### config.mk
export PLATFORM = sky130hd
export DESIGN_NAME = pss_sequencer
export DESIGN_NICKNAME = d
export VERILOG_FILES = /design/src/hw/pss_pkg.sv /design/src/hw/pss_sequencer.sv
export SDC_FILE = /design/constraint.sdc
export NUM_CORES = 1
export LEC_CHECK = 0
export BUFFER_PORTS_ARGS = -buffer_cell sky130_fd_sc_hd__buf_2
export CAP_MARGIN = 20
export CORE_MARGIN = 10
export CORE_UTILIZATION = 55
export CTS_BUF_LIST = sky130_fd_sc_hd__clkbuf_2 sky130_fd_sc_hd__clkbuf_4 sky130_fd_sc_hd__clkbuf_8
export DETAILED_ROUTE_END_ITERATION = 8
export GPL_TIMING_DRIVEN = 1
export PLACE_DENSITY = 0.77
export SLEW_MARGIN = 20
export SYNTH_ARGS = -nofsm -noshare
export SYNTH_HDL_FRONTEND = slang
export SYNTH_SLANG_ARGS = --single-unit
### constraint.sdc
create_clock -name core_clk -period 3.9 [get_ports core_clk]
set_clock_uncertainty 0.2 [all_clocks]
set_input_delay 0.78 -clock core_clk [delete_from_list [all_inputs] [get_ports core_clk]]
set_output_delay 0.78 -clock core_clk [all_outputs]
set_load 0.02 [all_outputs]
### src/hw/pss_pkg.sv
// Package for the panel supply sequencer: register map, reset values,
// timing constants, state encoding and the struct carriers.
// Assumes a 20 MHz core clock and an AXI4-Lite master with 32-bit data.
package pss_pkg;

    // ****************************************************************
    // Clock and timing
    // ****************************************************************
    localparam int unsigned CLK_HZ          = 20_000_000;
    localparam int unsigned SS_RAMP_US      = 14_000;     // Whole soft-start ramp
    localparam int unsigned SS_STEPS        = 128;
    // Shortest-time rounding: floor of the per-step period in cycles
    localparam int unsigned SS_TICK_CYCLES  = (SS_RAMP_US * (CLK_HZ / 1_000_000)) / SS_STEPS;
    localparam int unsigned FAULT_MS        = 200;
    localparam int unsigned FAULT_CYCLES    = FAULT_MS * (CLK_HZ / 1_000);
    localparam logic [7:0]  SS_LAST         = 8'h80;      // Step count once ramp is done
    localparam logic [6:0]  SS_CODE_FULL    = 7'h7f;

    // ****************************************************************
    // Register map (byte addresses) and reset values
    // ****************************************************************
    localparam logic [31:0] ADDR_DELAY      = 32'h0000_0000;
    localparam logic [31:0] ADDR_STATUS     = 32'h0000_0004;
    localparam logic [31:0] ADDR_SS_CODES   = 32'h0000_0008;
    localparam logic [31:0] DELAY_RST       = 32'h0000_4e20;  // 1 ms at 20 MHz
    localparam logic [1:0]  RESP_OKAY       = 2'h0;
    localparam logic [1:0]  RESP_DECERR     = 2'h3;

    // Status word field positions
    localparam int unsigned ST_STATE_LSB    = 0;   // 3 bits
    localparam int unsigned ST_LATCH        = 4;
    localparam int unsigned ST_THERMAL      = 5;
    localparam int unsigned ST_SS_DONE      = 6;
    localparam int unsigned ST_PINS_LSB     = 8;   // 7 filtered pins

    // ****************************************************************
    // Types
    // ****************************************************************
    typedef enum logic [2:0] {
        ST_LOCKOUT, ST_WAIT_REF, ST_SOFT_START, ST_DELAY, ST_RUN, ST_FAULT
    } pss_state_t;

    typedef struct packed {
        logic        undervoltage_lockout_ok;  // Input above lockout threshold
        logic        ref_ready;                // Reference above enable level
        logic        over_temp;
        logic        switch_select;
        logic [2:0]  fault_cmp;                // Output below detection level
    } pss_pins_t;

    typedef struct packed {
        logic        step_up_en;
        logic        gate_on_en;
        logic        gate_off_en;
        logic        amp_hiz;
        logic        delay_cap_discharge;
        logic        switch_ctrl_en;
        logic        source_switch;
        logic        drain_switch;
        logic        fault_latched;
        logic [6:0]  step_up_code;
        logic [6:0]  gate_on_code;
        logic [6:0]  gate_off_code;
    } pss_out_t;

    typedef struct packed {
        logic        awvalid;
        logic [31:0] awaddr;
        logic        wvalid;
        logic [31:0] wdata;
        logic [3:0]  wstrb;
        logic        bready;
        logic        arvalid;
        logic [31:0] araddr;
        logic        rready;
    } pss_axi_req_t;

    typedef struct packed {
        logic        awready;
        logic        wready;
        logic        bvalid;
        logic [1:0]  bresp;
        logic        arready;
        logic        rvalid;
        logic [31:0] rdata;
        logic [1:0]  rresp;
    } pss_axi_rsp_t;

endpackage : pss_pkg

### src/hw/pss_sequencer.sv
// Panel supply sequencer: lockout gating, three soft-start ramps,
// startup delay, switch selector, fault timer and thermal fault latch.
// Assumes pin inputs are asynchronous and the registers are reached
// over AXI4-Lite with one write and one read in flight at most.
//
// The AXI4-Lite interface to the registers and the register offsets are this design's own decisions.
`timescale 1ns/10ps

// Summary of operation
// - Start sequence only after lockout rising threshold
// - Lockout turns off regulators, switches; amplifiers hiz
// - Reference ready enables all three regulators together
// - Each regulator has own seven-bit soft-start code
// - Step-up, gate-on codes ramp up 128 steps
// - Gate-off code ramps down to 250mV, 128 steps
// - All three ramps last 14ms
// - Each enable restarts ramp from initial code
// - Delay starts after lockout, soft-start, no fault
// - Delay terminal count enables switch control
// - Delay timer held cleared before startup, lockout
// - Select ignored until all four conditions hold
// - Select high: source on, drain off; low reverse
// - Fault timer runs while any output low
// - Persisting fault 200ms sets latch, shuts outputs
// - Only a supply cycle clears the fault latch
// - Fault timer held inactive during soft-start
// - Over-temperature sets latch at once, shuts outputs
// - Thermal latch survives cooling until supply cycle
// - Inhibited switch control ignores the select input
module pss_sequencer
#(
    parameter int unsigned FAULT_TIMER_CYCLES = pss_pkg::FAULT_CYCLES,
    // A shorter step lets a bench run a whole ramp in few cycles
    parameter int unsigned STEP_TICK_CYCLES   = pss_pkg::SS_TICK_CYCLES
)
(
    input  wire logic                  core_clk,
    input  wire logic                  rstn,
    input  wire pss_pkg::pss_pins_t    pins,
    input  wire pss_pkg::pss_axi_req_t axi_req,
    output pss_pkg::pss_axi_rsp_t      axi_rsp,
    output pss_pkg::pss_out_t          pwr
);
    import pss_pkg::*;

    // ****************************************************************
    // State record
    // ****************************************************************
    typedef struct packed {
        logic [6:0]  sync1;
        logic [6:0]  sync2;
        logic [6:0]  sync3;
        logic [6:0]  filt;
        pss_state_t  state;
        logic        latch;
        logic        thermal;
        logic [11:0] presc;
        logic [7:0]  step;
        logic [31:0] dly_cnt;
        logic [31:0] dly_limit;
        logic [22:0] ftimer;
        logic        aw_held;
        logic [31:0] aw_addr;
        logic        w_held;
        logic [31:0] w_data;
        logic [3:0]  w_strb;
        logic        bvalid;
        logic [1:0]  bresp;
        logic        rvalid;
        logic [31:0] rdata;
        logic [1:0]  rresp;
        pss_out_t    out;
    } pss_regs_t;

    pss_regs_t s_q;
    pss_regs_t s_d;

    pss_pins_t  in_f;
    logic       tick;
    logic       ss_done;
    logic       fault_any;
    logic       timer_live;
    logic       go_fault;
    logic       wr_fire;
    logic [31:0] status_word;
    logic [31:0] codes_word;

    assign in_f = pss_pins_t'(s_q.filt);

    // Shared step tick and ramp-complete flag
    assign tick      = (s_q.presc == 12'(STEP_TICK_CYCLES - 1));
    assign ss_done   = (s_q.step == SS_LAST);
    assign fault_any = |in_f.fault_cmp;
    // Timer only counts after the ramps, never while they are climbing
    assign timer_live = fault_any && ((s_q.state == ST_DELAY)
                        || (s_q.state == ST_RUN));
    assign go_fault  = in_f.over_temp
                    || (timer_live
                        && (s_q.ftimer == 23'(FAULT_TIMER_CYCLES - 1)));
    assign wr_fire   = s_q.aw_held && s_q.w_held && !s_q.bvalid;

    // Read-back words
    always_comb
    begin
        status_word = 32'h0000_0000;
        status_word[ST_STATE_LSB +: 3] = s_q.state;
        status_word[ST_LATCH]          = s_q.latch;
        status_word[ST_THERMAL]        = s_q.thermal;
        status_word[ST_SS_DONE]        = ss_done;
        status_word[ST_PINS_LSB +: 7]  = s_q.filt;
        codes_word = {9'h000, s_q.out.gate_off_code, 1'b0, s_q.out.gate_on_code,
                      1'b0, s_q.out.step_up_code};
    end

    // ****************************************************************
    // Next-state logic
    // ****************************************************************
    always_comb
    begin
        s_d = s_q;

        // Three-stage pin sampling; a change counts once stages two and
        // three agree, so a single-cycle glitch never reaches the sequencer
        s_d.sync1 = pins;
        s_d.sync2 = s_q.sync1;
        s_d.sync3 = s_q.sync2;
        s_d.filt  = (~(s_q.sync2 ^ s_q.sync3) & s_q.sync3)
                  | ((s_q.sync2 ^ s_q.sync3) & s_q.filt);

        // Fault latch: only a supply drop clears it, and a set in the
        // same cycle as that drop still wins
        if (!in_f.undervoltage_lockout_ok)
        begin
            s_d.latch   = 1'b0;
            s_d.thermal = 1'b0;
        end
        if (go_fault)
        begin
            s_d.latch = 1'b1;
        end
        if (in_f.over_temp)
        begin
            s_d.thermal = 1'b1;
        end

        // Fault timer needs an unbroken fault; any gap restarts it
        s_d.ftimer = timer_live ? s_q.ftimer + 23'h000001 : 23'h000000;

        // Prescaler runs only while the ramps step
        s_d.presc = (s_q.state == ST_SOFT_START && !tick)
                  ? s_q.presc + 12'h001 : 12'h000;

        unique case (s_q.state)
            ST_LOCKOUT:
            begin
                if (in_f.undervoltage_lockout_ok)
                begin
                    s_d.state = ST_WAIT_REF;
                end
            end
            ST_WAIT_REF:
            begin
                s_d.step = 8'h00;
                if (in_f.ref_ready)
                begin
                    s_d.state = ST_SOFT_START;
                end
            end
            ST_SOFT_START:
            begin
                if (ss_done)
                begin
                    s_d.state   = ST_DELAY;
                    s_d.dly_cnt = 32'h0000_0000;
                end
                else if (tick)
                begin
                    s_d.step = s_q.step + 8'h01;
                end
            end
            ST_DELAY:
            begin
                if (s_q.dly_cnt >= s_q.dly_limit)
                begin
                    s_d.state = ST_RUN;
                end
                else
                begin
                    s_d.dly_cnt = s_q.dly_cnt + 32'h0000_0001;
                end
            end
            ST_RUN:
            begin
                s_d.state = ST_RUN;
            end
            ST_FAULT:
            begin
                s_d.state = ST_FAULT;
            end
        endcase

        // A set latch overrides everything but a supply drop
        if (s_d.latch)
        begin
            s_d.state = ST_FAULT;
        end
        if (!in_f.undervoltage_lockout_ok)
        begin
            s_d.state   = ST_LOCKOUT;
            s_d.step    = 8'h00;
            s_d.dly_cnt = 32'h0000_0000;
        end

        // ************************************************************
        // AXI4-Lite slave: address and data taken in either order
        // ************************************************************
        if (axi_req.awvalid && !s_q.aw_held)
        begin
            s_d.aw_held = 1'b1;
            s_d.aw_addr = axi_req.awaddr;
        end
        if (axi_req.wvalid && !s_q.w_held)
        begin
            s_d.w_held = 1'b1;
            s_d.w_data = axi_req.wdata;
            s_d.w_strb = axi_req.wstrb;
        end
        if (wr_fire)
        begin
            s_d.aw_held = 1'b0;
            s_d.w_held  = 1'b0;
            s_d.bvalid  = 1'b1;
            s_d.bresp   = RESP_OKAY;
            if ({s_q.aw_addr[31:2], 2'b00} == ADDR_DELAY)
            begin
                for (int b = 0; b < 4; b++)
                begin
                    if (s_q.w_strb[b])
                    begin
                        s_d.dly_limit[8*b +: 8] = s_q.w_data[8*b +: 8];
                    end
                end
            end
            else if ({s_q.aw_addr[31:2], 2'b00} != ADDR_STATUS
                  && {s_q.aw_addr[31:2], 2'b00} != ADDR_SS_CODES)
            begin
                s_d.bresp = RESP_DECERR;    // Unmapped words answer DECERR; read-only words accept and ignore
            end
        end
        if (s_q.bvalid && axi_req.bready)
        begin
            s_d.bvalid = 1'b0;
        end

        // Read: one cycle from address to data
        if (axi_req.arvalid && !s_q.rvalid)
        begin
            s_d.rvalid = 1'b1;
            s_d.rresp  = RESP_OKAY;
            unique case ({axi_req.araddr[31:2], 2'b00})
                ADDR_DELAY:    s_d.rdata = s_q.dly_limit;
                ADDR_STATUS:   s_d.rdata = status_word;
                ADDR_SS_CODES: s_d.rdata = codes_word;
                default:
                begin
                    s_d.rdata = 32'h0000_0000;
                    s_d.rresp = RESP_DECERR;
                end
            endcase
        end
        else if (s_q.rvalid && axi_req.rready)
        begin
            s_d.rvalid = 1'b0;
        end

        // ************************************************************
        // Registered outputs, computed from the next state
        // ************************************************************
        s_d.out = '0;
        s_d.out.fault_latched = s_d.latch;
        // Regulators live from reference-ready until fault or lockout
        if (s_d.state == ST_SOFT_START || s_d.state == ST_DELAY
            || s_d.state == ST_RUN)
        begin
            s_d.out.step_up_en  = 1'b1;
            s_d.out.gate_on_en  = 1'b1;
            s_d.out.gate_off_en = 1'b1;
        end
        // Amplifiers float in lockout and after a fault
        s_d.out.amp_hiz = (s_d.state == ST_LOCKOUT)
                       || (s_d.state == ST_FAULT);
        // Cap node held discharged until the delay may start
        s_d.out.delay_cap_discharge = (s_d.state != ST_DELAY)
                                   && (s_d.state != ST_RUN);
        // Up ramps count 0..127; down ramp mirrors, 127 is full reference
        s_d.out.step_up_code  = (s_d.step == SS_LAST) ? SS_CODE_FULL
                              : s_d.step[6:0];
        s_d.out.gate_on_code  = s_d.out.step_up_code;
        s_d.out.gate_off_code = ~s_d.out.step_up_code;
        if (s_d.state == ST_RUN)
        begin
            s_d.out.switch_ctrl_en = 1'b1;
            s_d.out.source_switch  = in_f.switch_select;
            s_d.out.drain_switch   = !in_f.switch_select;
        end
        // Outside RUN both switches stay open whatever the select does
    end

    // ****************************************************************
    // State register
    // ****************************************************************
    always_ff @(posedge core_clk or negedge rstn)
    begin
        if (!rstn)
        begin
            s_q                         <= '0;
            s_q.state                   <= ST_LOCKOUT;
            s_q.dly_limit               <= DELAY_RST;
            s_q.out.amp_hiz             <= 1'b1;
            s_q.out.delay_cap_discharge <= 1'b1;
            s_q.out.gate_off_code       <= SS_CODE_FULL;
        end
        else
        begin
            s_q <= s_d;
        end
    end

    // Handshake outputs
    assign axi_rsp.awready = !s_q.aw_held;
    assign axi_rsp.wready  = !s_q.w_held;
    assign axi_rsp.bvalid  = s_q.bvalid;
    assign axi_rsp.bresp   = s_q.bresp;
    assign axi_rsp.arready = !s_q.rvalid;
    assign axi_rsp.rvalid  = s_q.rvalid;
    assign axi_rsp.rdata   = s_q.rdata;
    assign axi_rsp.rresp   = s_q.rresp;
    assign pwr             = s_q.out;

endmodule : pss_sequencer

==> results of run 1 <==
## Yosys cell counts, types with 8 or more instances
master and number:
sky130_fd_sc_hd__nand4_1 25, sky130_fd_sc_hd__and3_1 15, sky130_fd_sc_hd__buf_4 70, sky130_fd_sc_hd__o21ai_0 78
sky130_fd_sc_hd__xnor2_1 20, sky130_fd_sc_hd__o21a_1 17, sky130_fd_sc_hd__dfrtp_1 250, sky130_fd_sc_hd__nand2_1 117
sky130_fd_sc_hd__mux2_2 67, sky130_fd_sc_hd__nor2_1 71, sky130_fd_sc_hd__nand2b_1 10, sky130_fd_sc_hd__a21oi_1 33
sky130_fd_sc_hd__ha_1 39, sky130_fd_sc_hd__nor3_1 13, sky130_fd_sc_hd__clkbuf_1 32, sky130_fd_sc_hd__or3_1 11
sky130_fd_sc_hd__inv_1 54, sky130_fd_sc_hd__nand3_1 39, sky130_fd_sc_hd__a22oi_1 8, sky130_fd_sc_hd__mux2i_1 13
sky130_fd_sc_hd__nor4_1 23, sky130_fd_sc_hd__xor2_1 22, sky130_fd_sc_hd__dfstp_2 14, sky130_fd_sc_hd__o211ai_1 13
## final timing paths
path | start | end | slack, ps
max | s_q[172] | pwr[22] | 570
min | rstn | asynchronous set/reset pin | -10
max reg2reg | s_q[172] | pwr[22] | 570
min reg2reg | s_d[268] | s_d[261] | 140
max in group asynchronous | rstn | pwr[25] | 2540
min in group core_clk | pins[1] | s_d[265] | 110
## cell families after synthesis
group / Yosys count
AOI/OAI and AO/OA: 193
DFF: 264
and+or+nand+nor: 380
adders and majority gates: 46
buffers and inverters: 167
muxes: 80
xor gates and xnor gates: 42
## through the flow
| step | setup WS, ps | hold WS, ps |
|---|---|---|
| finish | 574 | -12.6 |
| global route | 342 | 22.0 |
| CTS | 598 | 14.7 |
| detailed placement | 636 | 136 |
| global placement | 716 | 131 |
| floorplan | 1200 | 131 |
## metal layers
| layer | vias up | share of wire, % | track usage [%] |
|---|---|---|---|
| met5 | - | 0.024 | 0 |
| met4 | 2 | 2.1 | 6.05 |
| met3 | 47 | 9.8 | 6.04 |
| met2 | 330 | 45 | 31.4 |
| met1 | 4376 | 43 | 25.6 |
| li1 | 4295 | - | - |
## final cells by class
class | count | area share (%)
clock buffer | 69 | 5.71
clock inverter | 10 | 1.08
inverter | 54 | 1.42
multi-input combinational | 741 | 35.4
sequential | 264 | 46.5
tap | 285 | 2.51
timing repair buffer | 194 | 7.32
## flip-flops by register name (all words and copies together), names as in the netlist, named ones only
| signal | cells |
|---|---|
| s_q | 186 |
| pwr | 21 |
| axi_rsp | 36 |
| s_d | 14 |
## worst reg2reg max path, delay by kind of cell, from the launching register on
family	cells	cell delay [ps]
DFF	1	570
buffers and inverters	2	250
adders and majority gates	1	310
and+or+nand+nor	4	1010
AOI/OAI and AO/OA	3	890
## power groups by stage
stage / sequential, mW / clock [mW] / combinational, mW
6_report: 3.44 / 2.64 / 0.975
5_1_grt: 3.49 / 2.83 / 1.07
4_1_cts: 3.43 / 2.70 / 0.989
3_5_place_dp: 3.48 / 0 / 0.987
3_3_place_gp: 3.46 / 0 / 0.950
2_1_floorplan: 3.38 / 0 / 0.770
==> report_table.html, run 1 <==
<table>
<tr><th>Metric</th><th>Value</th></tr>
<tr><th colspan="2">Synth</th></tr>
<tr><td>Mapped Avg Cell Area</td><td>10.7 um^2</td></tr>
<tr><td>Share of the synthesized netlist area taken by xor and xnor gates</td><td>2.93%</td></tr>
<tr><td>Number of enable-type register cells in the synthesized netlist</td><td>0</td></tr>
<tr><td>Async set or reset register ratio after synthesis</td><td>100%</td></tr>
<tr><td>Fraction of synthesized area in multiplexers</td><td>7.04%</td></tr>
<tr><td>Proportion of synthesized chip area in sequential cells</td><td>52.7%</td></tr>
<tr><td>Fraction of the mapped netlist area in compound gates</td><td>9.78%</td></tr>
<tr><td>Post-synthesis share of cell area spent on and, or, nand and nor gates</td><td>15.8%</td></tr>
<tr><td>Adder-Cell Fraction of Synth Area</td><td>4.44%</td></tr>
<tr><td>Leading area contributor after synthesis</td><td>sky130_fd_sc_hd__dfrtp_1</td></tr>
<tr><td>Commonest register cell after synthesis</td><td>sky130_fd_sc_hd__dfrtp_1</td></tr>
<tr><td>Synth unique cells</td><td>71</td></tr>
<tr><td>Total nets after synthesis</td><td>1325</td></tr>
<tr><td>Yosys warning count</td><td>0</td></tr>
<tr><td>Share of the synthesized area in the top cell type</td><td>49.8%</td></tr>
<tr><td>Largest family of logic cells by synthesized area</td><td>simple AND/OR/NAND/NOR gates</td></tr>
<tr><td>Post-Synthesis Cells</td><td>1172</td></tr>
<tr><td>Mapped Area</td><td>0.0126 mm^2</td></tr>
<tr><td>Synth area leaders</td><td>sky130_fd_sc_hd__dfrtp_1, sky130_fd_sc_hd__mux2_2, sky130_fd_sc_hd__buf_4</td></tr>
<tr><td>Number of synthesized register bits</td><td>264</td></tr>
<tr><th colspan="2">Setup path</th></tr>
<tr><td>Crit path capture type</td><td>flip-flop</td></tr>
<tr><td>Buffering stage count on the worst path with inverters included</td><td>2</td></tr>
<tr><td>Worst stage delay on the critical path</td><td>570 ps</td></tr>
<tr><td>Cell depth of the worst flop-to-flop path</td><td>10</td></tr>
<tr><td>Worst Path Class, Setup</td><td>reg2reg</td></tr>
<tr><td>Slowest CP cell</td><td>sky130_fd_sc_hd__dfstp_2</td></tr>
<tr><td>WP depth</td><td>10</td></tr>
<tr><td>Data arrival, critical path</td><td>3600 ps</td></tr>
<tr><td>Critical path startpoint category</td><td>flip-flop</td></tr>
<tr><td>Cell Chain, Critical Path</td><td>inv_1 &gt; ha_1 &gt; nand4_1 &gt; or2_1 &gt; a2111oi_2 &gt; o41ai_4 &gt; buf_4 &gt; a21oi_1 &gt; nor3b_2 &gt; nor2b_1</td></tr>
<tr><td>Dominant delay contributor by cell family on the critical path</td><td>simple AND/OR/NAND/NOR gates</td></tr>
<tr><td>Required time at the endpoint of the critical path</td><td>4180 ps</td></tr>
<tr><td>Biggest fanout along the worst timing path</td><td>5</td></tr>
<tr><th colspan="2">Floorplanning</th></tr>
<tr><td>Placement row count</td><td>55</td></tr>
<tr><td>Die W</td><td>171 um</td></tr>
<tr><td>I/O pin count</td><td>185</td></tr>
<tr><td>Height of the die</td><td>171 um</td></tr>
<tr><td>Die Area</td><td>0.0293 mm^2</td></tr>
<tr><td>Placeable Area</td><td>0.0226 mm^2</td></tr>
<tr><td>Starting Density</td><td>55.6%</td></tr>
<tr><th colspan="2">Placed design</th></tr>
<tr><td>Post-placement cell area</td><td>0.0133 mm^2</td></tr>
<tr><td>Count of input and output buffers</td><td>180</td></tr>
<tr><td>Number of placed cells counting well taps</td><td>1538</td></tr>
<tr><td>Placer's final routability congestion estimate</td><td>0.894</td></tr>
<tr><td>Detailed Place HPWL</td><td>21400 um</td></tr>
<tr><th colspan="2">Status</th></tr>
<tr><td>Run status</td><td>finished, violations left</td></tr>
<tr><td>Violated checks</td><td>negative hold slack</td></tr>
<tr><th colspan="2">Cells and area</th></tr>
<tr><td>Final cell count without fillers</td><td>1617</td></tr>
<tr><td>Final core utilization</td><td>63.0%</td></tr>
<tr><td>Share of post-route cells with drive strength above 1</td><td>29.2%</td></tr>
<tr><td>Area overhead of the layout relative to synthesis</td><td>13.3%</td></tr>
<tr><td>FILL cells</td><td>1831</td></tr>
<tr><td>Commonest cells after routing, fill and taps aside</td><td>sky130_fd_sc_hd__dfrtp_1, sky130_fd_sc_hd__buf_2, sky130_fd_sc_hd__nand2_1</td></tr>
<tr><td>Finished Cell Area</td><td>0.0142 mm^2</td></tr>
<tr><td>Most common library cell in the layout ignoring fill and taps</td><td>sky130_fd_sc_hd__dfrtp_1</td></tr>
<tr><td>Sequential cell area</td><td>0.00662 mm^2</td></tr>
<tr><td>Number of antenna cells inserted</td><td>0</td></tr>
<tr><td>Area used by multi-input combinational logic</td><td>0.00504 mm^2</td></tr>
<tr><td>Net total in the final layout</td><td>1451</td></tr>
<tr><th colspan="2">Clocking</th></tr>
<tr><td>Hold buffer count at cts</td><td>0</td></tr>
<tr><td>CTS tree</td><td>yes</td></tr>
<tr><td>Post-cts gate resize count</td><td>0</td></tr>
<tr><td>Clock latency of the later-clocked register in the worst-skew pair</td><td>570 ps</td></tr>
<tr><td>Clock Sinks</td><td>264</td></tr>
<tr><td>Total clock buffers created by CTS</td><td>43</td></tr>
<tr><td>Depth of the CTS H-tree</td><td>2</td></tr>
<tr><td>Clk Tree Root Cell</td><td>sky130_fd_sc_hd__clkbuf_8</td></tr>
<tr><td>Clock transition at the register clock pins on the worst setup and hold paths after CTS</td><td>60 ps</td></tr>
<tr><td>Buffer count from post-CTS setup fixing</td><td>0</td></tr>
<tr><td>Max Buffers Root-to-Sink</td><td>3</td></tr>
<tr><th colspan="2">Route</th></tr>
<tr><td>Number of vias per cell after detailed routing</td><td>5.60</td></tr>
<tr><td>Initial DRC Count</td><td>760</td></tr>
<tr><td>Total wirelength of the detailed-routed design</td><td>29100 um</td></tr>
<tr><td>First-pass iteration count of the detailed router</td><td>7</td></tr>
<tr><td>Residual DRC</td><td>0</td></tr>
<tr><td>Total via count in the routed design</td><td>9050</td></tr>
<tr><td>Post-route antenna net violation count</td><td>0</td></tr>
<tr><td>Average routed wire per standard cell</td><td>18.0 um</td></tr>
<tr><th colspan="2">STA</th></tr>
<tr><td>Ratio of final minimum period to clock period</td><td>85.3%</td></tr>
<tr><td>Hold Fails Final Rpt</td><td>3</td></tr>
<tr><td>Unrepaired setup endpoints after global routing</td><td>false</td></tr>
<tr><td>Slew at the pin with the worst max-slew slack</td><td>799 ps</td></tr>
<tr><td>Post-route minimum period</td><td>3330 ps</td></tr>
<tr><td>Total Neg Setup Slack</td><td>0 ps</td></tr>
<tr><td>Max-slew headroom at the worst pin</td><td>46.3%</td></tr>
<tr><td>Max Clock Freq</td><td>301 MHz</td></tr>
<tr><td># setup viols final</td><td>0</td></tr>
<tr><td>Final max-slew violation count</td><td>0</td></tr>
<tr><td>Hold slack final</td><td>-12.6 ps</td></tr>
<tr><th colspan="2">Power</th></tr>
<tr><td>Clock network power share</td><td>37.4%</td></tr>
<tr><td>Worst-case vdd ir drop</td><td>0.471 mV</td></tr>
<tr><td>Switching power total</td><td>1.83 mW</td></tr>
<tr><td>Comb power frac</td><td>13.8%</td></tr>
<tr><td>Seq pwr share</td><td>48.7%</td></tr>
<tr><td>Static power due to leakage</td><td>6.47 nW</td></tr>
<tr><td>Internal power</td><td>5.22 mW</td></tr>
<tr><td>Total design power</td><td>7.05 mW</td></tr>
<tr><td>Sw frac</td><td>25.9%</td></tr>
<tr><td>Power density over the cells</td><td>495 mW/mm^2</td></tr>
<tr><th colspan="2">Global route</th></tr>
<tr><td>GRT Overall Usage</td><td>19.8%</td></tr>
<tr><td>Largest net degree at the start of global routing</td><td>96</td></tr>
<tr><td>Global-route wire length before repair</td><td>46900 um</td></tr>
<tr><td>Vias in the first global route</td><td>9189</td></tr>
<tr><td>Final global-route overflow total</td><td>0</td></tr>
<tr><td>Number of antenna violations at the first check in global routing</td><td>1</td></tr>
<tr><th colspan="2">Job</th></tr>
<tr><td>Maxcap violations</td><td>0</td></tr>
<tr><th colspan="2">Hold path</th></tr>
<tr><td>Type of the worst min-delay path</td><td>in2async</td></tr>
</table>
(Power assumes the default switching activity.)
==> run 2: changes to the inputs <==
ABC_AREA = 1   (was unset)
CORE_ASPECT_RATIO = 0.9   (was unset)
CTS_CLUSTER_DIAMETER = 100   (was unset)
==> run 2 against run 1 <==
- worst setup slack improved by 510 ps
- the run now ends clean
- wire length increased by 9.5%
- design area increased by 4.4%
- critical endpoint unchanged
- area after synthesis increased by 4.8%
- power increased by 2.5%
- non-clock buffer count decreased by 1
- highest routed layer unchanged
==> report_table.html, run 2 <==
<table>
<tr><th>Metric</th><th>Value</th></tr>
<tr><th colspan="2">STA</th></tr>
<tr><td>Total Neg Setup Slack</td><td>0 ps</td></tr>
<tr><td>Final max-slew violation count</td><td>0</td></tr>
<tr><td>Max-slew headroom at the worst pin</td><td>39.5%</td></tr>
<tr><td>Max Clock Freq</td><td>355 MHz</td></tr>
<tr><td>Hold Fails Final Rpt</td><td>0</td></tr>
<tr><td>Slew at the pin with the worst max-slew slack</td><td>904 ps</td></tr>
<tr><td>Post-route minimum period</td><td>2820 ps</td></tr>
<tr><td>Unrepaired setup endpoints after global routing</td><td>false</td></tr>
<tr><td>Ratio of final minimum period to clock period</td><td>72.2%</td></tr>
<tr><td>Worst setup slack after layout</td><td>1080 ps</td></tr>
<tr><td># setup viols final</td><td>0</td></tr>
<tr><th colspan="2">Power</th></tr>
<tr><td>Sw frac</td><td>28.5%</td></tr>
<tr><td>Comb power frac</td><td>16.3%</td></tr>
<tr><td>Worst-case vdd ir drop</td><td>0.481 mV</td></tr>
<tr><td>Clock network power share</td><td>36.8%</td></tr>
<tr><td>Internal power</td><td>5.17 mW</td></tr>
<tr><td>Power density over the cells</td><td>486 mW/mm^2</td></tr>
<tr><td>Static power due to leakage</td><td>7.49 nW</td></tr>
<tr><td>Switching power total</td><td>2.06 mW</td></tr>
<tr><td>Seq pwr share</td><td>46.9%</td></tr>
<tr><th colspan="2">Setup path</th></tr>
<tr><td>Reg2reg end</td><td>pwr[22]</td></tr>
<tr><td>Crit path capture type</td><td>flip-flop</td></tr>
<tr><td>Required time at the endpoint of the critical path</td><td>4180 ps</td></tr>
<tr><td>Cell depth of the worst flop-to-flop path</td><td>15</td></tr>
<tr><td>Slack of the worst reg-to-reg path</td><td>1080 ps</td></tr>
<tr><td>Worst Path Class, Setup</td><td>reg2reg</td></tr>
<tr><td>Data arrival, critical path</td><td>3090 ps</td></tr>
<tr><td>Critical path startpoint category</td><td>flip-flop</td></tr>
<tr><td>Biggest fanout along the worst timing path</td><td>12</td></tr>
<tr><td>Worst reg2reg path startpoint</td><td>s_q[192]</td></tr>
<tr><th colspan="2">Synth</th></tr>
<tr><td>Proportion of synthesized chip area in sequential cells</td><td>50.3%</td></tr>
<tr><td>Synth area leaders</td><td>sky130_fd_sc_hd__dfrtp_1, sky130_fd_sc_hd__nand2_1, sky130_fd_sc_hd__inv_1</td></tr>
<tr><td>Share of the synthesized area in the top cell type</td><td>47.6%</td></tr>
<tr><td>Commonest register cell after synthesis</td><td>sky130_fd_sc_hd__dfrtp_1</td></tr>
<tr><td>Mapped Area</td><td>0.0132 mm^2</td></tr>
<tr><td>Library cell with the highest instance count after synthesis</td><td>sky130_fd_sc_hd__nand2_1</td></tr>
<tr><td>Number of enable-type register cells in the synthesized netlist</td><td>0</td></tr>
<tr><td>Post-Synthesis Cells</td><td>1497</td></tr>
<tr><td>Synth unique cells</td><td>49</td></tr>
<tr><td>Yosys warning count</td><td>0</td></tr>
<tr><td>Total nets after synthesis</td><td>1650</td></tr>
<tr><td>Mapped Avg Cell Area</td><td>8.79 um^2</td></tr>
<tr><td>Number of synthesized register bits</td><td>264</td></tr>
<tr><td>Leading area contributor after synthesis</td><td>sky130_fd_sc_hd__dfrtp_1</td></tr>
<tr><td>Top cell types by occurrence after synthesis</td><td>sky130_fd_sc_hd__nand2_1, sky130_fd_sc_hd__dfrtp_1, sky130_fd_sc_hd__inv_1</td></tr>
<tr><td>Async set or reset register ratio after synthesis</td><td>100%</td></tr>
<tr><th colspan="2">Hold path</th></tr>
<tr><td>Start point of the worst min-delay path</td><td>s_d[269]</td></tr>
<tr><td>Hold Path Depth</td><td>0</td></tr>
<tr><td>Hold-critical path endpoint</td><td>s_d[262]</td></tr>
<tr><td>Type of the worst min-delay path</td><td>reg2reg</td></tr>
<tr><th colspan="2">Clocking</th></tr>
<tr><td>Max Buffers Root-to-Sink</td><td>3</td></tr>
<tr><td>Total clock buffers created by CTS</td><td>44</td></tr>
<tr><td>Clk Tree Root Cell</td><td>sky130_fd_sc_hd__clkbuf_8</td></tr>
<tr><td>Clock Sinks</td><td>264</td></tr>
<tr><td>Clock transition at the register clock pins on the worst setup and hold paths after CTS</td><td>60 ps</td></tr>
<tr><td>Post-cts gate resize count</td><td>0</td></tr>
<tr><td>CTS tree</td><td>yes</td></tr>
<tr><td>Buffer count from post-CTS setup fixing</td><td>0</td></tr>
<tr><td>Depth of the CTS H-tree</td><td>2</td></tr>
<tr><td>Clock latency of the later-clocked register in the worst-skew pair</td><td>560 ps</td></tr>
<tr><th colspan="2">Route</th></tr>
<tr><td>Total wirelength of the detailed-routed design</td><td>31900 um</td></tr>
<tr><td>Initial DRC Count</td><td>988</td></tr>
<tr><td>Post-route antenna net violation count</td><td>0</td></tr>
<tr><td>Total via count in the routed design</td><td>10326</td></tr>
<tr><td>Residual DRC</td><td>0</td></tr>
<tr><td>Average routed wire per standard cell</td><td>16.2 um</td></tr>
<tr><td>Number of vias per cell after detailed routing</td><td>5.25</td></tr>
<tr><td>First-pass iteration count of the detailed router</td><td>5</td></tr>
<tr><th colspan="2">Floorplanning</th></tr>
<tr><td>Placement row count</td><td>53</td></tr>
<tr><td>Placeable Area</td><td>0.0235 mm^2</td></tr>
<tr><td>Starting Density</td><td>56.0%</td></tr>
<tr><td>Die Area</td><td>0.0305 mm^2</td></tr>
<tr><td>I/O pin count</td><td>185</td></tr>
<tr><td>Height of the die</td><td>167 um</td></tr>
<tr><td>Die W</td><td>183 um</td></tr>
<tr><th colspan="2">Cells and area</th></tr>
<tr><td>FILL cells</td><td>2038</td></tr>
<tr><td>Share of post-route cells with drive strength above 1</td><td>22.4%</td></tr>
<tr><td>Net total in the final layout</td><td>1782</td></tr>
<tr><td>Largest register FFs</td><td>186</td></tr>
<tr><td>Top register by number of flip-flops</td><td>s_q</td></tr>
<tr><td>Final cell count without fillers</td><td>1968</td></tr>
<tr><td>Commonest cells after routing, fill and taps aside</td><td>sky130_fd_sc_hd__nand2_1, sky130_fd_sc_hd__dfrtp_1, sky130_fd_sc_hd__inv_1</td></tr>
<tr><td>Most common library cell in the layout ignoring fill and taps</td><td>sky130_fd_sc_hd__nand2_1</td></tr>
<tr><td>Area overhead of the layout relative to synthesis</td><td>12.9%</td></tr>
<tr><th colspan="2">Global route</th></tr>
<tr><td>Final global-route overflow total</td><td>0</td></tr>
<tr><td>GRT Overall Usage</td><td>20.8%</td></tr>
<tr><td>Global-route wire length before repair</td><td>52300 um</td></tr>
<tr><td>Number of antenna violations at the first check in global routing</td><td>6</td></tr>
<tr><td>Vias in the first global route</td><td>10242</td></tr>
<tr><td>Largest net degree at the start of global routing</td><td>91</td></tr>
<tr><th colspan="2">Placed design</th></tr>
<tr><td>Number of placed cells counting well taps</td><td>1884</td></tr>
<tr><td>Placer's final routability congestion estimate</td><td>0.952</td></tr>
<tr><td>Post-placement setup slack</td><td>748 ps</td></tr>
<tr><td>Count of input and output buffers</td><td>180</td></tr>
<tr><td>Detailed Place HPWL</td><td>23700 um</td></tr>
<tr><th colspan="2">Status</th></tr>
<tr><td>Run status</td><td>finished clean</td></tr>
<tr><th colspan="2">Job</th></tr>
<tr><td>Maxcap violations</td><td>0</td></tr>
</table>
[run 2: changes by cell type in the layout (fill, tap and decap cells not counted), moves of 18 or more]
cell	change
sky130_fd_sc_hd__inv_1	+128
sky130_fd_sc_hd__a21oi_1	+63
sky130_fd_sc_hd__nand3_1	+19
sky130_fd_sc_hd__nand2_1	+193
sky130_fd_sc_hd__nor2_1	+80
sky130_fd_sc_hd__mux2_2	-34
sky130_fd_sc_hd__nor3_1	+20
sky130_fd_sc_hd__o21ai_2	+24
sky130_fd_sc_hd__xnor2_1	-18
sky130_fd_sc_hd__o21ai_0	-40
[run 2: area by class of cell]
type                       instances  area [um^2]  share of cell area [%]
inverter                         188          706                    4.75
timing repair buffer             193         1040                    6.97
clock inverter                    11          111                   0.750
clock buffer                      70          863                    5.81
sequential                       264         6620                    44.6
tap                              302          378                    2.54
multi-input combinational        938         5130                    34.5
antenna                            2         5.00                  0.0337
[run 2: power by group through the flow]
| stage | Clock (mW) | Sequential [mW] | Combinational (mW) |
|---|---|---|---|
| final | 2.66 | 3.39 | 1.17 |
| after floorplan | 0 | 3.36 | 0.893 |
| after global placement | 0 | 3.41 | 1.13 |
| after detailed placement | 0 | 3.43 | 1.18 |
| after global routing | 2.85 | 3.43 | 1.33 |
| after CTS | 2.71 | 3.39 | 1.19 |
[run 2: worst max-delay path by stage]
| stage | startpoint | to | slack, ps | cells after the start |
|---|---|---|---|---|
| 6_report | s_q[192] | pwr[22] | 1080 | 15 |
| 5_1_grt | s_q[172] | s_q[224] | 880 | 16 |
| 4_1_cts | s_q[192] | pwr[22] | 1110 | 15 |
| 3_5_place_dp | axi_req[10] | axi_rsp[20] | 750 | 8 |
| 3_3_place_gp | axi_req[10] | axi_rsp[20] | 870 | 8 |
| 2_1_floorplan | axi_req[10] | axi_rsp[8] | 1500 | 8 |
[run 2: cell families (layout without fill, tap and decap cells)]
group,count (synthesis),count (layout),share of synthesized area [%]
other,0,2,0
flip-flops,264,264,50.3
multiplexers,33,33,2.82
AND/OR/NAND/NOR,632,632,21.3
AO/OA/AOI/OAI,209,209,9.46
buffers and inverters,295,462,10.7
XOR/XNOR,18,18,1.20
adder cells (fa/ha/maj),46,46,4.24
[run 2: timing repair]
item                       4_1_cts  5_1_grt
hold endpoints to repair        52        0
hold buffers                     1        0
setup endpoints to repair        0        0
[run 2: layer usage]
metal	vias to the layer above	track usage [%]	wire, um
met5	-	0	45
met4	6	5.56	556
met3	49	7.59	3180
met2	359	30.4	13800
met1	4834	28.5	14300
li1	5078	-	-
[run 2: critical path, stage by stage, from the launching register on]
cell	delay, ps
sky130_fd_sc_hd__dfrtp_1	340
sky130_fd_sc_hd__inv_1	90
sky130_fd_sc_hd__ha_1	310
sky130_fd_sc_hd__nand2_1	70
sky130_fd_sc_hd__nor2_1	160
sky130_fd_sc_hd__nand4_1	200
sky130_fd_sc_hd__a21oi_1	220
sky130_fd_sc_hd__nor2_1	110
sky130_fd_sc_hd__nand3_1	160
sky130_fd_sc_hd__buf_4	240
sky130_fd_sc_hd__nand2_1	70
sky130_fd_sc_hd__nand2_1	100
sky130_fd_sc_hd__nand2_1	100
sky130_fd_sc_hd__inv_2	60
sky130_fd_sc_hd__nand3_1	130
sky130_fd_sc_hd__nor2_1	170
[run 2: stage by stage]
| stage | power [mW] | cell area, um^2 | utilization (%) | hold WS, ps |
|---|---|---|---|---|
| final | 7.22 | 14900 | 63.3 | 138 |
| after global routing | 7.61 | 14900 | 63.3 | 113 |
| after CTS | 7.29 | 14900 | 63.3 | 111 |
| after detailed placement | 4.61 | 13900 | 59.1 | 135 |
| after global placement | 4.54 | 13900 | 59.1 | 134 |
| after floorplan | 4.25 | 13200 | - | 131 |
==> run 3: changes to the inputs <==
ABC_AREA = 0   (was 1)
CORE_UTILIZATION = 54   (was 55)
PLACE_DENSITY = 0.79   (was 0.77)
clock period = 2.3 ns   (was 3.9 ns; I/O delays follow)
==> run 3 against run 2 <==
- clock-buffer cell count shrank 3
- sequential share of layout area decreased by 6.7 points
- non-clock buffer count is 296 higher
- the flow now finishes with violations (negative setup slack)
- register-to-register slack worse by 1900 ps
- largest power group unchanged
- wire length rose by 38%
- clock power rose by 71%
- power is 75% higher
- first-iteration DRC count rose by 38%
- combinational power increased by 81%
- utilization up 14 points
==> report_table.html, run 3 (synthesis gave the netlist of run 1 again) <==
<table>
<tr><th>Metric</th><th>Value</th></tr>
<tr><th colspan="2">Setup path</th></tr>
<tr><td>Worst Path Class, Setup</td><td>reg2reg</td></tr>
<tr><td>Buffering stage count on the worst path with inverters included</td><td>5</td></tr>
<tr><td>Slowest CP cell</td><td>sky130_fd_sc_hd__dfstp_2</td></tr>
<tr><td>Biggest fanout along the worst timing path</td><td>6</td></tr>
<tr><td>Worst reg2reg path startpoint</td><td>s_q[175]</td></tr>
<tr><td>Critical path startpoint category</td><td>flip-flop</td></tr>
<tr><td>Crit path capture type</td><td>flip-flop</td></tr>
<tr><td>Slack of the worst reg-to-reg path</td><td>-800 ps</td></tr>
<tr><td>Data arrival, critical path</td><td>3360 ps</td></tr>
<tr><td>Worst stage delay on the critical path</td><td>550 ps</td></tr>
<tr><td>Reg2reg end</td><td>s_q[198]</td></tr>
<tr><td>Dominant delay contributor by cell family on the critical path</td><td>compound AO/OA/AOI/OAI gates</td></tr>
<tr><td>Cell Chain, Critical Path</td><td>inv_2 &gt; ha_4 &gt; nand4_1 &gt; or2_4 &gt; buf_4 &gt; a21oi_2 &gt; buf_4 &gt; o41ai_4 &gt; buf_6 &gt; a21oi_4 &gt; buf_6 &gt; o21ai_0 &gt; o21ai_1</td></tr>
<tr><td>Required time at the endpoint of the critical path</td><td>2560 ps</td></tr>
<tr><td>Cell depth of the worst flop-to-flop path</td><td>13</td></tr>
<tr><th colspan="2">Power</th></tr>
<tr><td>Sw frac</td><td>28.8%</td></tr>
<tr><td>Power density over the cells</td><td>723 mW/mm^2</td></tr>
<tr><td>Static power due to leakage</td><td>8.21 nW</td></tr>
<tr><td>Seq pwr share</td><td>47.3%</td></tr>
<tr><td>Internal power</td><td>8.99 mW</td></tr>
<tr><td>Worst-case vdd ir drop</td><td>0.846 mV</td></tr>
<tr><td>Total design power</td><td>12.6 mW</td></tr>
<tr><td>Switching power total</td><td>3.64 mW</td></tr>
<tr><td>Comb power frac</td><td>16.8%</td></tr>
<tr><td>Clock network power share</td><td>35.9%</td></tr>
<tr><th colspan="2">Route</th></tr>
<tr><td>Number of vias per cell after detailed routing</td><td>6.02</td></tr>
<tr><td>Post-route antenna net violation count</td><td>0</td></tr>
<tr><td>First-pass iteration count of the detailed router</td><td>7</td></tr>
<tr><td>Total wirelength of the detailed-routed design</td><td>44100 um</td></tr>
<tr><td>Initial DRC Count</td><td>1365</td></tr>
<tr><td>Residual DRC</td><td>0</td></tr>
<tr><td>Average routed wire per standard cell</td><td>22.9 um</td></tr>
<tr><td>Total via count in the routed design</td><td>11572</td></tr>
<tr><th colspan="2">STA</th></tr>
<tr><td>Final max-slew violation count</td><td>0</td></tr>
<tr><td>Hold slack final</td><td>149 ps</td></tr>
<tr><td>Unrepaired setup endpoints after global routing</td><td>true</td></tr>
<tr><td>Worst setup slack after layout</td><td>-801 ps</td></tr>
<tr><td>Hold Fails Final Rpt</td><td>0</td></tr>
<tr><td>Ratio of final minimum period to clock period</td><td>135%</td></tr>
<tr><td>Max-slew headroom at the worst pin</td><td>50.7%</td></tr>
<tr><td># setup viols final</td><td>56</td></tr>
<tr><td>Max Clock Freq</td><td>323 MHz</td></tr>
<tr><td>Post-route minimum period</td><td>3100 ps</td></tr>
<tr><td>Slew at the pin with the worst max-slew slack</td><td>733 ps</td></tr>
<tr><th colspan="2">Clocking</th></tr>
<tr><td>Total clock buffers created by CTS</td><td>43</td></tr>
<tr><td>Clock Sinks</td><td>264</td></tr>
<tr><td>CTS tree</td><td>yes</td></tr>
<tr><td>Clock transition at the register clock pins on the worst setup and hold paths after CTS</td><td>60 ps</td></tr>
<tr><td>Max Buffers Root-to-Sink</td><td>3</td></tr>
<tr><td>Clock latency of the later-clocked register in the worst-skew pair</td><td>590 ps</td></tr>
<tr><td>Depth of the CTS H-tree</td><td>2</td></tr>
<tr><td>Clk Tree Root Cell</td><td>sky130_fd_sc_hd__clkbuf_8</td></tr>
<tr><th colspan="2">Global route</th></tr>
<tr><td>Global-route wire length before repair</td><td>60900 um</td></tr>
<tr><td>Largest net degree at the start of global routing</td><td>58</td></tr>
<tr><td>Number of antenna violations at the first check in global routing</td><td>0</td></tr>
<tr><td>GRT Overall Usage</td><td>25.1%</td></tr>
<tr><td>Vias in the first global route</td><td>11556</td></tr>
<tr><td>Final global-route overflow total</td><td>0</td></tr>
<tr><th colspan="2">Job</th></tr>
<tr><td>Maxcap violations</td><td>0</td></tr>
<tr><th colspan="2">Status</th></tr>
<tr><td>Run status</td><td>finished, violations left</td></tr>
<tr><td>Violated checks</td><td>negative setup slack</td></tr>
<tr><th colspan="2">Cells and area</th></tr>
<tr><td>Number of antenna cells inserted</td><td>0</td></tr>
<tr><td>Share of post-route cells with drive strength above 1</td><td>42.7%</td></tr>
<tr><td>Largest register FFs</td><td>186</td></tr>
<tr><td>Top register by number of flip-flops</td><td>s_q</td></tr>
<tr><td>Net total in the final layout</td><td>1746</td></tr>
<tr><td>Commonest cells after routing, fill and taps aside</td><td>sky130_fd_sc_hd__dfrtp_1, sky130_fd_sc_hd__buf_4, sky130_fd_sc_hd__buf_2</td></tr>
<tr><td>Area overhead of the layout relative to synthesis</td><td>39.2%</td></tr>
<tr><td>Most common library cell in the layout ignoring fill and taps</td><td>sky130_fd_sc_hd__dfrtp_1</td></tr>
<tr><th colspan="2">Placed design</th></tr>
<tr><td>Count of input and output buffers</td><td>180</td></tr>
<tr><td>Detailed Place HPWL</td><td>24600 um</td></tr>
<tr><td>Placer's final routability congestion estimate</td><td>0.961</td></tr>
<tr><th colspan="2">Floorplanning</th></tr>
<tr><td>Placeable Area</td><td>0.0227 mm^2</td></tr>
<tr><td>Die Area</td><td>0.0298 mm^2</td></tr>
<tr><td>Height of the die</td><td>165 um</td></tr>
<tr><td>Starting Density</td><td>55.3%</td></tr>
<tr><td>Placement row count</td><td>52</td></tr>
<tr><td>I/O pin count</td><td>185</td></tr>
<tr><td>Die W</td><td>181 um</td></tr>
<tr><th colspan="2">Hold path</th></tr>
<tr><td>Hold-critical path endpoint</td><td>s_d[260]</td></tr>
<tr><td>Hold Path Depth</td><td>0</td></tr>
<tr><td>Start point of the worst min-delay path</td><td>s_d[267]</td></tr>
<tr><td>Type of the worst min-delay path</td><td>reg2reg</td></tr>
</table>
## run 3: metrics by stage
stage | std cells | setup slack [ps] | TNS (ps) | utilization (%) | cell area [um^2]
2_1_floorplan | 1172 | -354 | -12790 | - | 12700
3_3_place_gp | 1746 | -546 | -21820 | 65.6 | 14900
3_5_place_dp | 1746 | -684 | -27370 | 65.6 | 14900
4_1_cts | 1906 | -540 | -23810 | 74.5 | 16900
5_1_grt | 1922 | -803 | -33650 | 77.0 | 17500
6_report | 1922 | -801 | -30660 | 77.0 | 17500
## run 3: per-layer routing
layer | global-route usage, % | part of all wire, % | vias up
li1 | - | - | 4883
met1 | 29.4 | 36 | 5642
met2 | 44.4 | 50 | 823
met3 | 4.99 | 8.6 | 224
met4 | 10.5 | 5.6 | 0
met5 | 0 | 0 | -
## run 3: area by class of cell
cell class,instances,area (um^2)
Clock buffer,67,822
Fill cell,1225,5230
Multi-Input combinational cell,741,5740
Tap cell,297,372
Inverter,54,203
Sequential cell,264,6620
Clock inverter,10,119
Timing Repair Buffer,489,3590
## run 3: repair_timing
| action | CTS | global route |
|---|---|---|
| buffers inserted | 4 | 16 |
| hold buffers | 78 | 0 |
| resized for setup | 56 | 96 |
| endpoints found under the hold margin | 159 | 0 |
| pin swaps | 18 | 37 |
| cloned | 1 | 1 |
| endpoints found under the setup margin | 55 | 81 |
## run 3: how the worst max path moves through the flow
stage	start	end	cells past startpoint
floorplan	s_q[193]	s_q[203]	10
global placement	s_q[175]	pwr[22]	11
detailed placement	s_q[175]	pwr[22]	11
CTS	s_q[161]	s_q[198]	9
global route	s_q[175]	s_q[198]	13
finish	s_q[175]	s_q[198]	13
## run 3: power by group through the flow
stage | registers (mW) | logic, mW | clock network [mW]
6_report | 5.97 | 2.12 | 4.54
5_1_grt | 6.02 | 2.26 | 4.81
4_1_cts | 5.85 | 1.96 | 4.46
3_5_place_dp | 5.92 | 1.81 | 0
3_3_place_gp | 5.87 | 1.73 | 0
2_1_floorplan | 5.73 | 1.31 | 0
## run 3: worst reg2reg max path: cells and delay by family, from the launching register on
family	cells	cell delay [ps]
compound gates	5	750
buf+inv	5	700
flops	1	550
simple gates	2	530
fa+ha+maj	1	280
